--- src/logic/cbg_pkg.sv ---
// Shared constants for the block-gap / wakeup controller.
// Assumes APB byte addresses in the low eight address bits.
package cbg_pkg;
  // Register byte addresses
  localparam logic [7:0] A_XFER = 8'h00;
  localparam logic [7:0] A_BGC  = 8'h04;
  localparam logic [7:0] A_STS  = 8'h08;
  localparam logic [7:0] A_STEN = 8'h0C;
  localparam logic [7:0] A_WAKE = 8'h10;
  localparam logic [7:0] A_PST  = 8'h14;
  // Transfer control fields
  localparam int X_START  = 0;
  localparam int X_DDMA   = 1;
  localparam int X_CNT_LO = 16;
  localparam int X_CNT_W  = 16;
  // Configuration bits inside the transfer register, above start
  localparam int C_DDMA = 0;
  localparam int C_CRW  = 1;
  localparam int C_CSR  = 2;
  // Block gap control fields
  localparam int BG_STOP = 0;
  localparam int BG_CONT = 1;
  // Status bits (write one to clear)
  localparam int S_TC   = 0;
  localparam int S_BGE  = 1;
  localparam int S_CINT = 2;
  localparam int S_INS  = 3;
  localparam int S_REM  = 4;
  localparam int S_W    = 5;
  localparam logic [4:0] STEN_RST = 5'h1F;
  // Present state fields
  localparam int P_DAT  = 0;
  localparam int P_RD   = 1;
  localparam int P_RW   = 2;
  localparam int P_PRES = 3;
  localparam int P_RSR  = 4;
  localparam int P_WSR  = 5;
  // Wakeup enables
  localparam int W_CINT = 0;
  localparam int W_INS  = 1;
  localparam int W_REM  = 2;
  // Host capabilities and link framing
  localparam logic       HOST_SR   = 1'b1;
  localparam logic       HOST_RW   = 1'b1;
  localparam logic [2:0] BLK_BYTES = 3'h4;
  localparam logic [2:0] LAST_BIT  = 3'h7;
  typedef enum logic [2:0] {
    CBG_IDLE = 3'b000,
    CBG_RUN  = 3'b001,
    CBG_GAPD = 3'b011,
    CBG_HALT = 3'b010,
    CBG_LSTD = 3'b101
  } cbg_state_t;
endpackage

--- src/logic/cbg_link_if.sv ---
// Carrier between the controller core and its link-side helpers.
// Assumes all members are on pclk.
`timescale 1ns/1ps
interface cbg_link_if;
  logic       rx_en;
  logic [7:0] rx_byte;
  logic       rx_byte_stb;
  logic       rx_blk_end;
  logic [2:0] wk_en;
  logic [2:0] wk_evt;
  logic       wk_present;
  logic       wk_wake;
  modport rx   (input rx_en, output rx_byte, rx_byte_stb, rx_blk_end);
  modport rx_c (output rx_en, input rx_byte, rx_byte_stb, rx_blk_end);
  modport wk   (input wk_en, output wk_evt, wk_present, wk_wake);
  modport wk_c (output wk_en, input wk_evt, wk_present, wk_wake);
endinterface

--- src/logic/cbg_rx.sv ---
// Card read-data receiver: samples card_clk and card_dat on pclk.
// Assumes a frame of start bit 0, BLK_BYTES bytes MSB first, end bit.
`timescale 1ns/1ps
module cbg_rx (
  // Clock and reset
  input  wire logic clk,
  input  wire logic rst_n,
  // Card pins
  input  wire logic card_clk,
  input  wire logic card_dat,
  // Core side
  cbg_link_if.rx    lk
);
  logic [1:0] cs;
  logic [1:0] ds;
  logic       cprev;
  logic       busy;
  logic [2:0] bitc;
  logic [2:0] bytec;
  logic [7:0] sh;
  wire        rise = cs[1] & ~cprev & lk.rx_en;
  wire [7:0]  next_sh = {sh[6:0], ds[1]};

  // Two-stage synchronisers; only the second stage is looked at
  always_ff @(posedge clk or negedge rst_n) begin
    if (!rst_n) begin
      cs    <= 2'h0;
      ds    <= 2'h3;
      cprev <= 1'b0;
    end else begin
      cs    <= {cs[0], card_clk};
      ds    <= {ds[0], card_dat};
      cprev <= cs[1];
    end
  end

  // Framing: hunt start bit, shift bytes, swallow end bit
  always_ff @(posedge clk or negedge rst_n) begin
    if (!rst_n) begin
      busy           <= 1'b0;
      bitc           <= 3'h0;
      bytec          <= 3'h0;
      sh             <= 8'h00;
      lk.rx_byte     <= 8'h00;
      lk.rx_byte_stb <= 1'b0;
      lk.rx_blk_end  <= 1'b0;
    end else begin
      lk.rx_byte_stb <= 1'b0;
      lk.rx_blk_end  <= 1'b0;
      if (rise) begin
        if (!busy) begin
          busy  <= ~ds[1];
          bitc  <= 3'h0;
          bytec <= 3'h0;
        end else if (bytec == cbg_pkg::BLK_BYTES) begin
          busy          <= 1'b0;
          lk.rx_blk_end <= 1'b1;
        end else begin
          sh   <= next_sh;
          bitc <= bitc + 3'h1;
          if (bitc == cbg_pkg::LAST_BIT) begin
            lk.rx_byte     <= next_sh;
            lk.rx_byte_stb <= 1'b1;
            bytec          <= bytec + 3'h1;
          end
        end
      end
    end
  end
endmodule

--- src/logic/cbg_top.sv ---
// Card host block-gap stop/continue, read path and wakeup control.
// Assumes an APB master on pclk and a card driving card_clk/card_dat.
//
// How it works
// - Three wakeup sources, each separately enabled
// - Read suspend needs read wait, never descriptor DMA
// - Gap event, transfer complete: write-one clears
// - Read suspend also needs card read wait
// - Stop gives complete; gap event only mid-transfer
// - Pause at gap by read wait or clock stop
// - Status bits owned by hardware, control by software
// - Stop ends block, drops data active, gap event
// - Drain done: drop read active, raise complete
// - Stop at last block ignored, normal completion
// - Continue releases wait, sets actives, self-clears
// - Last block: data inactive, drain, then complete
`timescale 1ns/1ps
module cbg_top (
  // APB slave
  input  wire logic        pclk,
  input  wire logic        presetn,
  input  wire logic        psel,
  input  wire logic        penable,
  input  wire logic        pwrite,
  input  wire logic [7:0]  paddr,
  input  wire logic [31:0] pwdata,
  output logic      [31:0] prdata,
  output logic             pready,
  output logic             pslverr,
  // Card link
  input  wire logic        card_clk,
  input  wire logic        card_dat,
  input  wire logic        card_int,
  input  wire logic        card_detect,
  output logic             card_clk_stop,
  output logic             read_wait,
  output logic             wake,
  // System memory stream
  output logic             mem_valid,
  output logic      [7:0]  mem_data,
  input  wire logic        mem_ready
);
  cbg_pkg::cbg_state_t state;
  cbg_pkg::cbg_state_t next_state;
  logic [2:0]  cfg;
  logic [15:0] blk_left;
  logic        stop_req;
  logic        cont_req;
  logic [4:0]  sts;
  logic [4:0]  sten;
  logic [2:0]  wake_en;
  logic        dat_act;
  logic        rd_act;

  cbg_link_if lk();

  cbg_rx u_rx (
    .clk      (pclk),
    .rst_n    (presetn),
    .card_clk (card_clk),
    .card_dat (card_dat),
    .lk       (lk.rx)
  );

  cbg_wake u_wk (
    .clk         (pclk),
    .rst_n       (presetn),
    .card_int    (card_int),
    .card_detect (card_detect),
    .lk          (lk.wk)
  );

  // Bus decode
  wire setup  = psel & ~penable;
  wire wr     = psel & penable & pready & pwrite;
  wire hit_x  = paddr == cbg_pkg::A_XFER;
  wire hit_bg = paddr == cbg_pkg::A_BGC;
  wire hit_st = paddr == cbg_pkg::A_STS;
  wire hit_se = paddr == cbg_pkg::A_STEN;
  wire hit_wk = paddr == cbg_pkg::A_WAKE;
  wire hit_ps = paddr == cbg_pkg::A_PST;
  wire mapped = hit_x | hit_bg | hit_st | hit_se | hit_wk | hit_ps;

  // Capability view: read suspend needs card read wait, no descriptor DMA
  wire wr_sr_ok = cbg_pkg::HOST_SR & cfg[cbg_pkg::C_CSR];
  wire rd_sr_ok = wr_sr_ok & cbg_pkg::HOST_RW & cfg[cbg_pkg::C_CRW]
                  & ~cfg[cbg_pkg::C_DDMA];
  wire use_rw   = cbg_pkg::HOST_RW & cfg[cbg_pkg::C_CRW];

  // Read data views
  wire [31:0] rd_x = (32'(blk_left) << cbg_pkg::X_CNT_LO) | (32'(cfg) << cbg_pkg::X_DDMA);
  wire [31:0] rd_bg = (32'(stop_req) << cbg_pkg::BG_STOP) | (32'(cont_req) << cbg_pkg::BG_CONT);
  wire [31:0] rd_ps = (32'(dat_act) << cbg_pkg::P_DAT) | (32'(rd_act) << cbg_pkg::P_RD)
                    | (32'(read_wait) << cbg_pkg::P_RW)
                    | (32'(lk.wk_present) << cbg_pkg::P_PRES)
                    | (32'(rd_sr_ok) << cbg_pkg::P_RSR) | (32'(wr_sr_ok) << cbg_pkg::P_WSR)
                    | (32'(blk_left) << cbg_pkg::X_CNT_LO);
  wire [31:0] rd_mux = hit_x  ? rd_x :
                       hit_bg ? rd_bg :
                       hit_st ? 32'(sts) :
                       hit_se ? 32'(sten) :
                       hit_wk ? 32'(wake_en) :
                       hit_ps ? rd_ps : 32'h0000_0000;

  // Transfer events
  wire [15:0] new_cnt = pwdata[cbg_pkg::X_CNT_LO +: cbg_pkg::X_CNT_W];
  wire start    = wr & hit_x & pwdata[cbg_pkg::X_START] & (state == cbg_pkg::CBG_IDLE)
                  & (new_cnt != 16'h0000);
  wire blk_end  = (state == cbg_pkg::CBG_RUN) & lk.rx_blk_end;
  wire last     = blk_left == 16'h0001;
  wire gap_stop = blk_end & stop_req & ~last;
  wire cont_wr  = wr & hit_bg & pwdata[cbg_pkg::BG_CONT] & ~pwdata[cbg_pkg::BG_STOP];
  wire cont_ok  = cont_wr & (state == cbg_pkg::CBG_HALT);
  wire drained  = ~mem_valid & ~lk.rx_byte_stb;
  wire tc_set   = ((state == cbg_pkg::CBG_GAPD) | (state == cbg_pkg::CBG_LSTD)) & drained;

  // Status set sources in status bit order
  wire [4:0] sts_set;
  assign sts_set[cbg_pkg::S_TC]   = tc_set;
  assign sts_set[cbg_pkg::S_BGE]  = gap_stop;
  assign sts_set[cbg_pkg::S_CINT] = lk.wk_evt[cbg_pkg::W_CINT];
  assign sts_set[cbg_pkg::S_INS]  = lk.wk_evt[cbg_pkg::W_INS];
  assign sts_set[cbg_pkg::S_REM]  = lk.wk_evt[cbg_pkg::W_REM];
  assign lk.rx_en = state == cbg_pkg::CBG_RUN;
  assign lk.wk_en = wake_en;

  // Sequencer for stop at gap, continue and final drain
  always_comb begin
    next_state = state;
    unique case (state)
      cbg_pkg::CBG_IDLE: if (start) next_state = cbg_pkg::CBG_RUN;
      cbg_pkg::CBG_RUN: begin
        if (blk_end && last) next_state = cbg_pkg::CBG_LSTD;
        else if (gap_stop) next_state = cbg_pkg::CBG_GAPD;
      end
      cbg_pkg::CBG_GAPD: if (drained) next_state = cbg_pkg::CBG_HALT;
      cbg_pkg::CBG_HALT: if (cont_ok) next_state = cbg_pkg::CBG_RUN;
      cbg_pkg::CBG_LSTD: if (drained) next_state = cbg_pkg::CBG_IDLE;
      default: next_state = cbg_pkg::CBG_IDLE;
    endcase
  end

  // State and hardware-owned status follow the next state
  always_ff @(posedge pclk or negedge presetn) begin
    if (!presetn) begin
      state         <= cbg_pkg::CBG_IDLE;
      dat_act       <= 1'b0;
      rd_act        <= 1'b0;
      read_wait     <= 1'b0;
      card_clk_stop <= 1'b0;
    end else begin
      state         <= next_state;
      dat_act       <= next_state == cbg_pkg::CBG_RUN;
      rd_act        <= (next_state != cbg_pkg::CBG_IDLE)
                       & (next_state != cbg_pkg::CBG_HALT);
      read_wait     <= (next_state == cbg_pkg::CBG_HALT) & use_rw;
      card_clk_stop <= (next_state == cbg_pkg::CBG_HALT) & ~use_rw;
    end
  end

  // Software control registers; continue lives one cycle only
  always_ff @(posedge pclk or negedge presetn) begin
    if (!presetn) begin
      cfg      <= 3'h0;
      blk_left <= 16'h0000;
      stop_req <= 1'b0;
      cont_req <= 1'b0;
      sten     <= cbg_pkg::STEN_RST;
      wake_en  <= 3'h0;
    end else begin
      cont_req <= cont_wr;
      if (wr && hit_x) cfg <= pwdata[cbg_pkg::X_DDMA +: 3];
      if (start) blk_left <= new_cnt;
      else if (blk_end) blk_left <= blk_left - 16'h0001;
      if (wr && hit_bg) stop_req <= pwdata[cbg_pkg::BG_STOP];
      if (wr && hit_se) sten <= pwdata[4:0];
      if (wr && hit_wk) wake_en <= pwdata[2:0];
    end
  end

  // Sticky status: a set in the clearing cycle wins
  wire [4:0] next_sts;
  genvar gi;
  generate
    for (gi = 0; gi < cbg_pkg::S_W; gi++) begin : g_sts
      wire clr = wr & hit_st & pwdata[gi];
      assign next_sts[gi] = (sts_set[gi] & sten[gi]) | (sts[gi] & ~clr);
    end
  endgenerate

  // One process owns every status bit, so no bit has two writers
  always_ff @(posedge pclk or negedge presetn) begin
    if (!presetn) sts <= 5'h00;
    else sts <= next_sts;
  end

  // Read data toward memory; at most one byte waits here
  always_ff @(posedge pclk or negedge presetn) begin
    if (!presetn) begin
      mem_valid <= 1'b0;
      mem_data  <= 8'h00;
    end else if (lk.rx_byte_stb) begin
      mem_valid <= 1'b1;
      mem_data  <= lk.rx_byte;
    end else if (mem_ready) begin
      mem_valid <= 1'b0;
    end
  end

  // APB answer: one wait-free access phase, data registered at setup
  always_ff @(posedge pclk or negedge presetn) begin
    if (!presetn) begin
      prdata  <= 32'h0000_0000;
      pready  <= 1'b0;
      pslverr <= 1'b0;
      wake    <= 1'b0;
    end else begin
      pready  <= setup & ~pready;
      pslverr <= setup & ~mapped;
      if (setup) prdata <= pwrite ? 32'h0000_0000 : rd_mux;
      wake    <= lk.wk_wake;
    end
  end
endmodule

--- src/logic/cbg_wake.sv ---
// Wakeup source detector: card interrupt, insertion, removal.
// Assumes card_int and card_detect are asynchronous, active high.
`timescale 1ns/1ps
module cbg_wake (
  // Clock and reset
  input  wire logic clk,
  input  wire logic rst_n,
  // Card pins
  input  wire logic card_int,
  input  wire logic card_detect,
  // Core side
  cbg_link_if.wk    lk
);
  logic [1:0] ci;
  logic [1:0] cd;
  logic       cdprev;
  wire  [2:0] evt;

  // Sources in wakeup-enable bit order
  assign evt[cbg_pkg::W_CINT] = ci[1];
  assign evt[cbg_pkg::W_INS]  = cd[1] & ~cdprev;
  assign evt[cbg_pkg::W_REM]  = ~cd[1] & cdprev;

  // Synchronise, find detect edges, gate wake by per-source enables
  always_ff @(posedge clk or negedge rst_n) begin
    if (!rst_n) begin
      ci            <= 2'h0;
      cd            <= 2'h0;
      cdprev        <= 1'b0;
      lk.wk_evt     <= 3'h0;
      lk.wk_present <= 1'b0;
      lk.wk_wake    <= 1'b0;
    end else begin
      ci            <= {ci[0], card_int};
      cd            <= {cd[0], card_detect};
      cdprev        <= cd[1];
      lk.wk_evt     <= evt;
      lk.wk_present <= cd[1];
      lk.wk_wake    <= |(evt & lk.wk_en);
    end
  end
endmodule

--- config.mk ---
export PLATFORM = sky130hd
export DESIGN_NAME = cbg_top
export DESIGN_NICKNAME = d
export VERILOG_FILES = /design/src/logic/cbg_pkg.sv /design/src/logic/cbg_link_if.sv /design/src/logic/cbg_rx.sv /design/src/logic/cbg_top.sv /design/src/logic/cbg_wake.sv
export SDC_FILE = /design/constraint.sdc
export NUM_CORES = 1
export LEC_CHECK = 0
export ABC_CLOCK_PERIOD_IN_PS = 2500
export BUFFER_PORTS_ARGS = -buffer_cell sky130_fd_sc_hd__buf_2
export CAP_MARGIN = 20
export CELL_PAD_IN_SITES_DETAIL_PLACEMENT = 1
export CELL_PAD_IN_SITES_GLOBAL_PLACEMENT = 1
export CORE_ASPECT_RATIO = 0.9
export CORE_MARGIN = 2
export CORE_UTILIZATION = 43
export CTS_CLUSTER_SIZE = 25
export DETAILED_ROUTE_END_ITERATION = 10
export GPL_TIMING_DRIVEN = 0
export PLACE_DENSITY_LB_ADDON = 0.1
export SYNTH_ARGS = -nofsm -noshare
export SYNTH_HDL_FRONTEND = slang
export SYNTH_SLANG_ARGS = --single-unit
export TNS_END_PERCENT = 50
--- constraint.sdc ---
create_clock -name pclk -period 2.5 [get_ports pclk]
set_input_delay 0.75 -clock pclk [delete_from_list [all_inputs] [get_ports pclk]]
set_output_delay 0.75 -clock pclk [all_outputs]
set_load 0.005 [all_outputs]
==> results of run 1 <==
==> worst max-delay path by stage <==
stage / start / endpoint / slack (ps) / cells past startpoint
floorplan: paddr[4] / blk_left[1] / 50 / 8
global placement: presetn / u_wk.cd[0] / -630 / 1
detailed placement: paddr[1] / prdata[21] / -400 / 7
CTS: paddr[4] / blk_left[12] / 20 / 8
global route: paddr[4] / blk_left[12] / 1 / 8
finish: paddr[4] / blk_left[12] / 150 / 8
==> registers in the layout (all words and copies together), names as in the netlist, 5 cells and up <==
| register | count |
|---|---|
| blk_left | 16 |
| mem_data | 8 |
| prdata | 22 |
| sten | 5 |
| sts | 5 |
| u_rx.lk.rx_byte | 8 |
| u_rx.sh | 7 |
==> metal layers <==
| metal | vias up | wire length [um] | GRT usage |
|---|---|---|---|
| met5 | - | 0 | 0 |
| met4 | 0 | 229 | 0.0840 |
| met3 | 23 | 510 | 0.0472 |
| met2 | 86 | 6080 | 0.341 |
| met1 | 1897 | 5570 | 0.283 |
| li1 | 1746 | - | - |
==> layout make-up <==
type | count | area, um^2 | share of cell area
flip-flops and latches | 113 | 2840 | 0.452
multi-input cells | 279 | 1980 | 0.316
clock buffers | 22 | 474 | 0.0756
repair buffers | 74 | 395 | 0.0631
well taps | 156 | 195 | 0.0311
clock inverters | 10 | 181 | 0.0289
plain buffers | 31 | 169 | 0.0269
inverters | 10 | 37.5 | 0.00599
==> cell usage after synthesis (4+ instances only) <==
cell type	n	area [um^2]
and3_1	7	43.8
nor3b_1	4	30.0
dfrtp_1	106	2650
mux2_2	37	417
mux2i_1	5	50.1
o211ai_1	6	45.0
nor2_1	24	90.1
ha_1	6	75.1
dfstp_2	7	184
o21ai_0	15	75.1
nor3_1	10	50.1
clkbuf_1	15	56.3
inv_1	10	37.5
nand2_1	34	128
nor4_1	9	56.3
nand4_1	5	31.3
a22o_1	23	201
a211o_1	4	35.0
a21oi_1	14	70.1
buf_4	11	82.6
nand3_1	12	60.1
nand2b_1	4	25.0
==> cells by family after synthesis <==
logic type	after synthesis	share of synthesized area
multiplexers	42	0.0941
buffers and inverters	41	0.0416
other	1	0.000756
AND/OR/NAND/NOR	129	0.138
adder cells (fa/ha/maj)	6	0.0151
XOR/XNOR	3	0.00530
AO/OA/AOI/OAI	89	0.133
flip-flops	113	0.572
==> where the power goes <==
part | switching [mW] | internal, mW
registers | 0.00879 | 1.85
logic | 0.0994 | 0.0558
clock network | 0.828 | 1.84
==> through the flow <==
stage,TNS (ps),util
final,0,0.553
after global routing,0,0.553
after CTS,0,0.550
after detailed placement,-10360,0.492
after global placement,-76770,0.489
after floorplan,0,-
==> what timing repair did <==
action | 4_1_cts | 5_1_grt
setup buffers | 0 | 0
gates resized for setup | 1 | 4
endpoints found under the setup margin | 7 | 25
pin swaps | 0 | 0
==> impl_metrics.tcl, run 1 <==
set metrics [dict create \
    worstPathRequired_ps 2790 \
    run_status "completed" \
    start_kind "input port" \
    setup_viol 0 \
    async_flop_share 1.00 \
    finalCritPeriodShare 0.938 \
    avgSynthCellArea_um2 11.7 \
    drc 0 \
    ctsHoldBuffers 0 \
    synth_edf_count 0 \
    placed_area_um2 5580 \
    max_clock_freq_ghz 0.426 \
    cts-root-buf "clkbuf_16" \
    path_cells "clkbuf_1 -> nor4_4 -> and4b_1 -> buf_2 -> nand3_1 -> clkbuf_1 -> and3_1 -> a211o_1" \
    hold_slack_ps 342 \
    synthesis.area_um2 4960 \
    r2r-start "state[1]" \
    port_buffers 73 \
    worst_hold_startpoint "u_wk.lk.wk_wake" \
    path_delay_family "simple AND/OR/NAND/NOR gates" \
    cts.sinks 113 \
    design_area_um2 6270 \
    cts_tree "built" \
    clk_pin_slew_ps 60 \
    arrival_ps 2640 \
    worstRegToRegCells 7 \
    start_util 0.437 \
    crit_top_cell "clkbuf_1" \
    slowest_delay_ps 350 \
    place_ws_ps -400 \
    yosysSeqAreaShare 0.572 \
    worstMarginPinSlew_ps 794 \
    synth_warnings 0 \
    crit_path_end_kind "register" \
    drt_pass1_iterations 4 \
    relSlewSlack 0.466 \
    dieWidth_um 117 \
    die-height_um 106 \
    clkLatencyLatePin_ps 410 \
    grtUsageTotal 0.214 \
    cellPowerDensity_nw_per_um2 747 \
    hold_violations 0 \
    grt_pass1_wl_um 20300 \
    gp_congestion 0.823 \
    cpMaxStageDelayCell "nor4_4" \
    skew_ps 9.83 \
    postRouteAntennaNets 0 \
    wl_um 12400 \
    cts_buffers 17 \
    grt_overflow 0 \
    dieArea_um2 12400 \
    synth_ff_type "dfrtp_1" \
    r2r_slack_ps 170 \
    rows 37 \
    crit_type "in -> reg" \
    drt_iter0_markers 187 \
    htreeDepth 4 \
    cellLeakagePower_nw 3.04 \
    worst_slack_ps 154 \
    synth_cell_types 57 \
    place_inst 663 \
    fill_cells 1234 \
    via_per_inst 5.40 \
    grt_pass1_vias 3986 \
    layout-drive-gt1-share 0.319 \
    syn_to_final_growth_pct 26.5 \
    maxSlewViolCount 0 \
    rsz0062_at_grt "no" \
    dr_total_vias 3752 \
    maxCapViolations 0 \
    whs_endpoint "wake" \
    antenna_found_initial 0 \
    ys_seq_elements 113 \
    clockBufferDepth 2 \
    grt_max_degree 64 \
    total_power_mw 4.68 \
    core_area_um2 11300 \
    num_antenna_cells 0 \
    final_common_cell "dfrtp_1" \
    path_buf_inv 3 \
    mostFrequentLayoutCells "106 x dfrtp_1, 75 x buf_2, 37 x mux2_2, 34 x nand2_1, 24 x nor2_1" \
    synth_cells 424 \
    min_path_type "reg -> reg" \
    reg2reg_to "blk_left[11]" \
    layout.cells.non_filler 695 \
    hpwlAfterDp_um 8590 \
    ir_worst_vdd_mv 0.359 \
    hold_path_depth 0 \
    routedWlPerCell_um 17.8 \
    critical_path_peak_fanout 10 \
    period_minus_slack_ps 2350 \
    io_pins 96 \
    fin_nets 582 \
]
No activity file was read; power rests on OpenSTA's default activity.
==> run 2, diff against run 1 <==
--- a/config.mk
+++ b/config.mk
@@ -5,18 +5,18 @@
 export SDC_FILE = /design/constraint.sdc
 export NUM_CORES = 1
 export LEC_CHECK = 0
-export ABC_CLOCK_PERIOD_IN_PS = 2500
+export ABC_CLOCK_PERIOD_IN_PS = 2970
 export BUFFER_PORTS_ARGS = -buffer_cell sky130_fd_sc_hd__buf_2
 export CAP_MARGIN = 20
 export CELL_PAD_IN_SITES_DETAIL_PLACEMENT = 1
 export CELL_PAD_IN_SITES_GLOBAL_PLACEMENT = 1
 export CORE_ASPECT_RATIO = 0.9
 export CORE_MARGIN = 2
-export CORE_UTILIZATION = 43
+export CORE_UTILIZATION = 45
 export CTS_CLUSTER_SIZE = 25
 export DETAILED_ROUTE_END_ITERATION = 10
 export GPL_TIMING_DRIVEN = 0
-export PLACE_DENSITY_LB_ADDON = 0.1
+export PLACE_DENSITY = 0.9
 export SYNTH_ARGS = -nofsm -noshare
 export SYNTH_HDL_FRONTEND = slang
 export SYNTH_SLANG_ARGS = --single-unit
==> constraint.sdc (replaced) <==
create_clock -name pclk -period 2.97 [get_ports pclk]
set_input_delay 0.891 -clock pclk [delete_from_list [all_inputs] [get_ports pclk]]
set_output_delay 0.891 -clock pclk [all_outputs]
set_load 0.005 [all_outputs]
==> run 2 against run 1 <==
- wire length increased by 2.5%
- core utilization increased by 1.4 points
- non-clock buffer count unchanged
- clock-buffer cell count decreased by 3
- first-iteration DRC count decreased by 17%
- sequential power decreased by 16%
- final cell count decreased by 3.3%
- combinational power decreased by 17%
- hold slack improved by 11 ps
- critical endpoint unchanged
- largest cell class unchanged
- highest routed layer unchanged
==> impl_metrics.tcl, run 2 (same netlist as run 1, synthesis figures left out) <==
set metrics [dict create \
    run_status "completed" \
    wl_um 12700 \
    skew_ps 7.97 \
    power.switching_uw 811 \
    ctsHoldBuffers 0 \
    dieArea_um2 11900 \
    crit_type "in -> reg" \
    rsz0062_at_grt "no" \
    grt_overflow 0 \
    worstSetupStartpoint "paddr[4]" \
    postRouteAntennaNets 0 \
    start_kind "input port" \
    routedWlPerCell_um 18.9 \
    worstMarginPinSlew_ps 786 \
    crit_path_end_kind "register" \
    period_minus_slack_ps 2670 \
    port_buffers 73 \
    maxSlewViolCount 0 \
    dieWidth_um 115 \
    clk_pin_slew_ps 50 \
    max_clock_freq_ghz 0.374 \
    path_buf_inv 3 \
    worst_hold_startpoint "u_wk.cd[0]" \
    cts_tree "built" \
    clock_power_share 0.524 \
    cts_resized 0 \
    cts.sinks 113 \
    drt_pass1_iterations 4 \
    hold_violations 0 \
    io_pins 96 \
    finalCritPeriodShare 0.900 \
    largestRegisters "prdata (22), blk_left (16)" \
    hpwlAfterDp_um 8680 \
    cts_setup_buffers 0 \
    syn_to_final_growth_pct 23.1 \
    grt_pass1_wl_um 21100 \
    layout-drive-gt1-share 0.314 \
    clockBufferDepth 2 \
    arrival_ps 2970 \
    cts-root-buf "clkbuf_16" \
    p_int_mw 2.75 \
    combPwrFrac 0.036 \
    htreeDepth 4 \
    fin_nets 582 \
    antenna_found_initial 0 \
    relSlewSlack 0.472 \
    path_cells "clkbuf_1 -> nor4_1 -> and4b_1 -> buf_2 -> nand3_1 -> clkbuf_1 -> and3_1 -> a211o_1" \
    via_per_inst 5.82 \
    grt_pass1_vias 4160 \
    final_common_cell "dfrtp_1" \
    clkLatencyLatePin_ps 410 \
    dr_total_vias 3913 \
    gp_congestion 0.861 \
    slowest_delay_ps 540 \
    num_antenna_cells 0 \
    crit_top_cell "clkbuf_1" \
    cellLeakagePower_nw 2.97 \
    swShare 0.228 \
    largest_reg_flops 22 \
    reg2reg_to "blk_left[11]" \
    rows 36 \
    core_area_um2 10800 \
    setup_viol 0 \
    cellPowerDensity_nw_per_um2 583 \
    grtUsageTotal 0.230 \
    drc 0 \
    fin_util 0.567 \
    die-height_um 104 \
    power_frac_seq 0.439 \
    endpoint "blk_left[12]" \
    maxCapViolations 0 \
    fill_cells 1158 \
    start_util 0.460 \
    ir_worst_vdd_mv 0.430 \
    r2r_slack_ps 530 \
    worstRegToRegCells 7 \
    largest-register "prdata" \
    min_path_type "reg -> reg" \
    mostFrequentLayoutCells "106 x dfrtp_1, 75 x buf_2, 37 x mux2_2, 34 x nand2_1, 24 x nor2_1" \
    drt_iter0_markers 156 \
    cpMaxStageDelayCell "nor4_1" \
    r2r-start "state[1]" \
    path_delay_family "simple AND/OR/NAND/NOR gates" \
    worstPathRequired_ps 3260 \
    critical_path_depth 8 \
    cts_buffers 17 \
    total_power_mw 3.56 \
    critical_path_peak_fanout 10 \
    grt_max_degree 61 \
]
==> run 2: cell types whose count changed in the layout (fill, tap and decap cells not counted) <==
| cell | delta |
|---|---|
| nand3_2 | -1 |
| nor4_4 | -1 |
| clkinvlp_4 | +5 |
| nor3_4 | -1 |
| nor4_1 | +1 |
| nor3_1 | +1 |
| bufinv_16 | -4 |
| nand3_1 | +1 |
| clkinv_4 | +2 |
| clkbuf_8 | -3 |
==> run 2: worst min-delay path by stage <==
stage                 endpoint  depth (start not counted)
floorplan           u_rx.cs[1]                          0
global placement    u_wk.cd[1]                          0
detailed placement        wake                          0
CTS                 u_wk.cd[1]                          0
global route        u_rx.ds[1]                          0
finish              u_wk.cd[1]                          0
==> run 2: routing by layer <==
| metal | part of all wire | up-vias | global-route usage |
|---|---|---|---|
| li1 | - | 1747 | - |
| met1 | 0.44 | 2014 | 0.290 |
| met2 | 0.50 | 122 | 0.372 |
| met3 | 0.042 | 30 | 0.0638 |
| met4 | 0.021 | 0 | 0.0967 |
| met5 | 0 | - | 0 |
==> run 2: area by class of cell <==
type	instances	area (um^2)	area share
repair buffers	74	395	0.0648
clock inverters	13	116	0.0191
plain buffers	31	169	0.0277
well taps	133	166	0.0273
clock buffers	19	433	0.0709
flip-flops and latches	113	2840	0.465
inverters	10	37.5	0.00615
multi-input cells	279	1950	0.319
==> run 2: power by group through the flow <==
stage / clock network [mW] / registers, mW / logic, mW
CTS: 1.90 / 1.56 / 0.130
detailed placement: 0 / 1.59 / 0.129
global route: 1.97 / 1.56 / 0.144
global placement: 0 / 1.59 / 0.119
floorplan: 0 / 1.59 / 0.0447
finish: 1.86 / 1.56 / 0.129
==> run 2: per-stage QoR <==
step	cells	setup WS (ps)	hold WS (ps)	setup TNS [ps]	area [um^2]
floorplan	433	378	331	0	4990
global placement	639	-262	336	-27370	5520
detailed placement	640	-74.7	340	-779	5550
CTS	672	360	356	0	6100
global route	672	129	362	0	6100
finish	672	296	352	0	6100
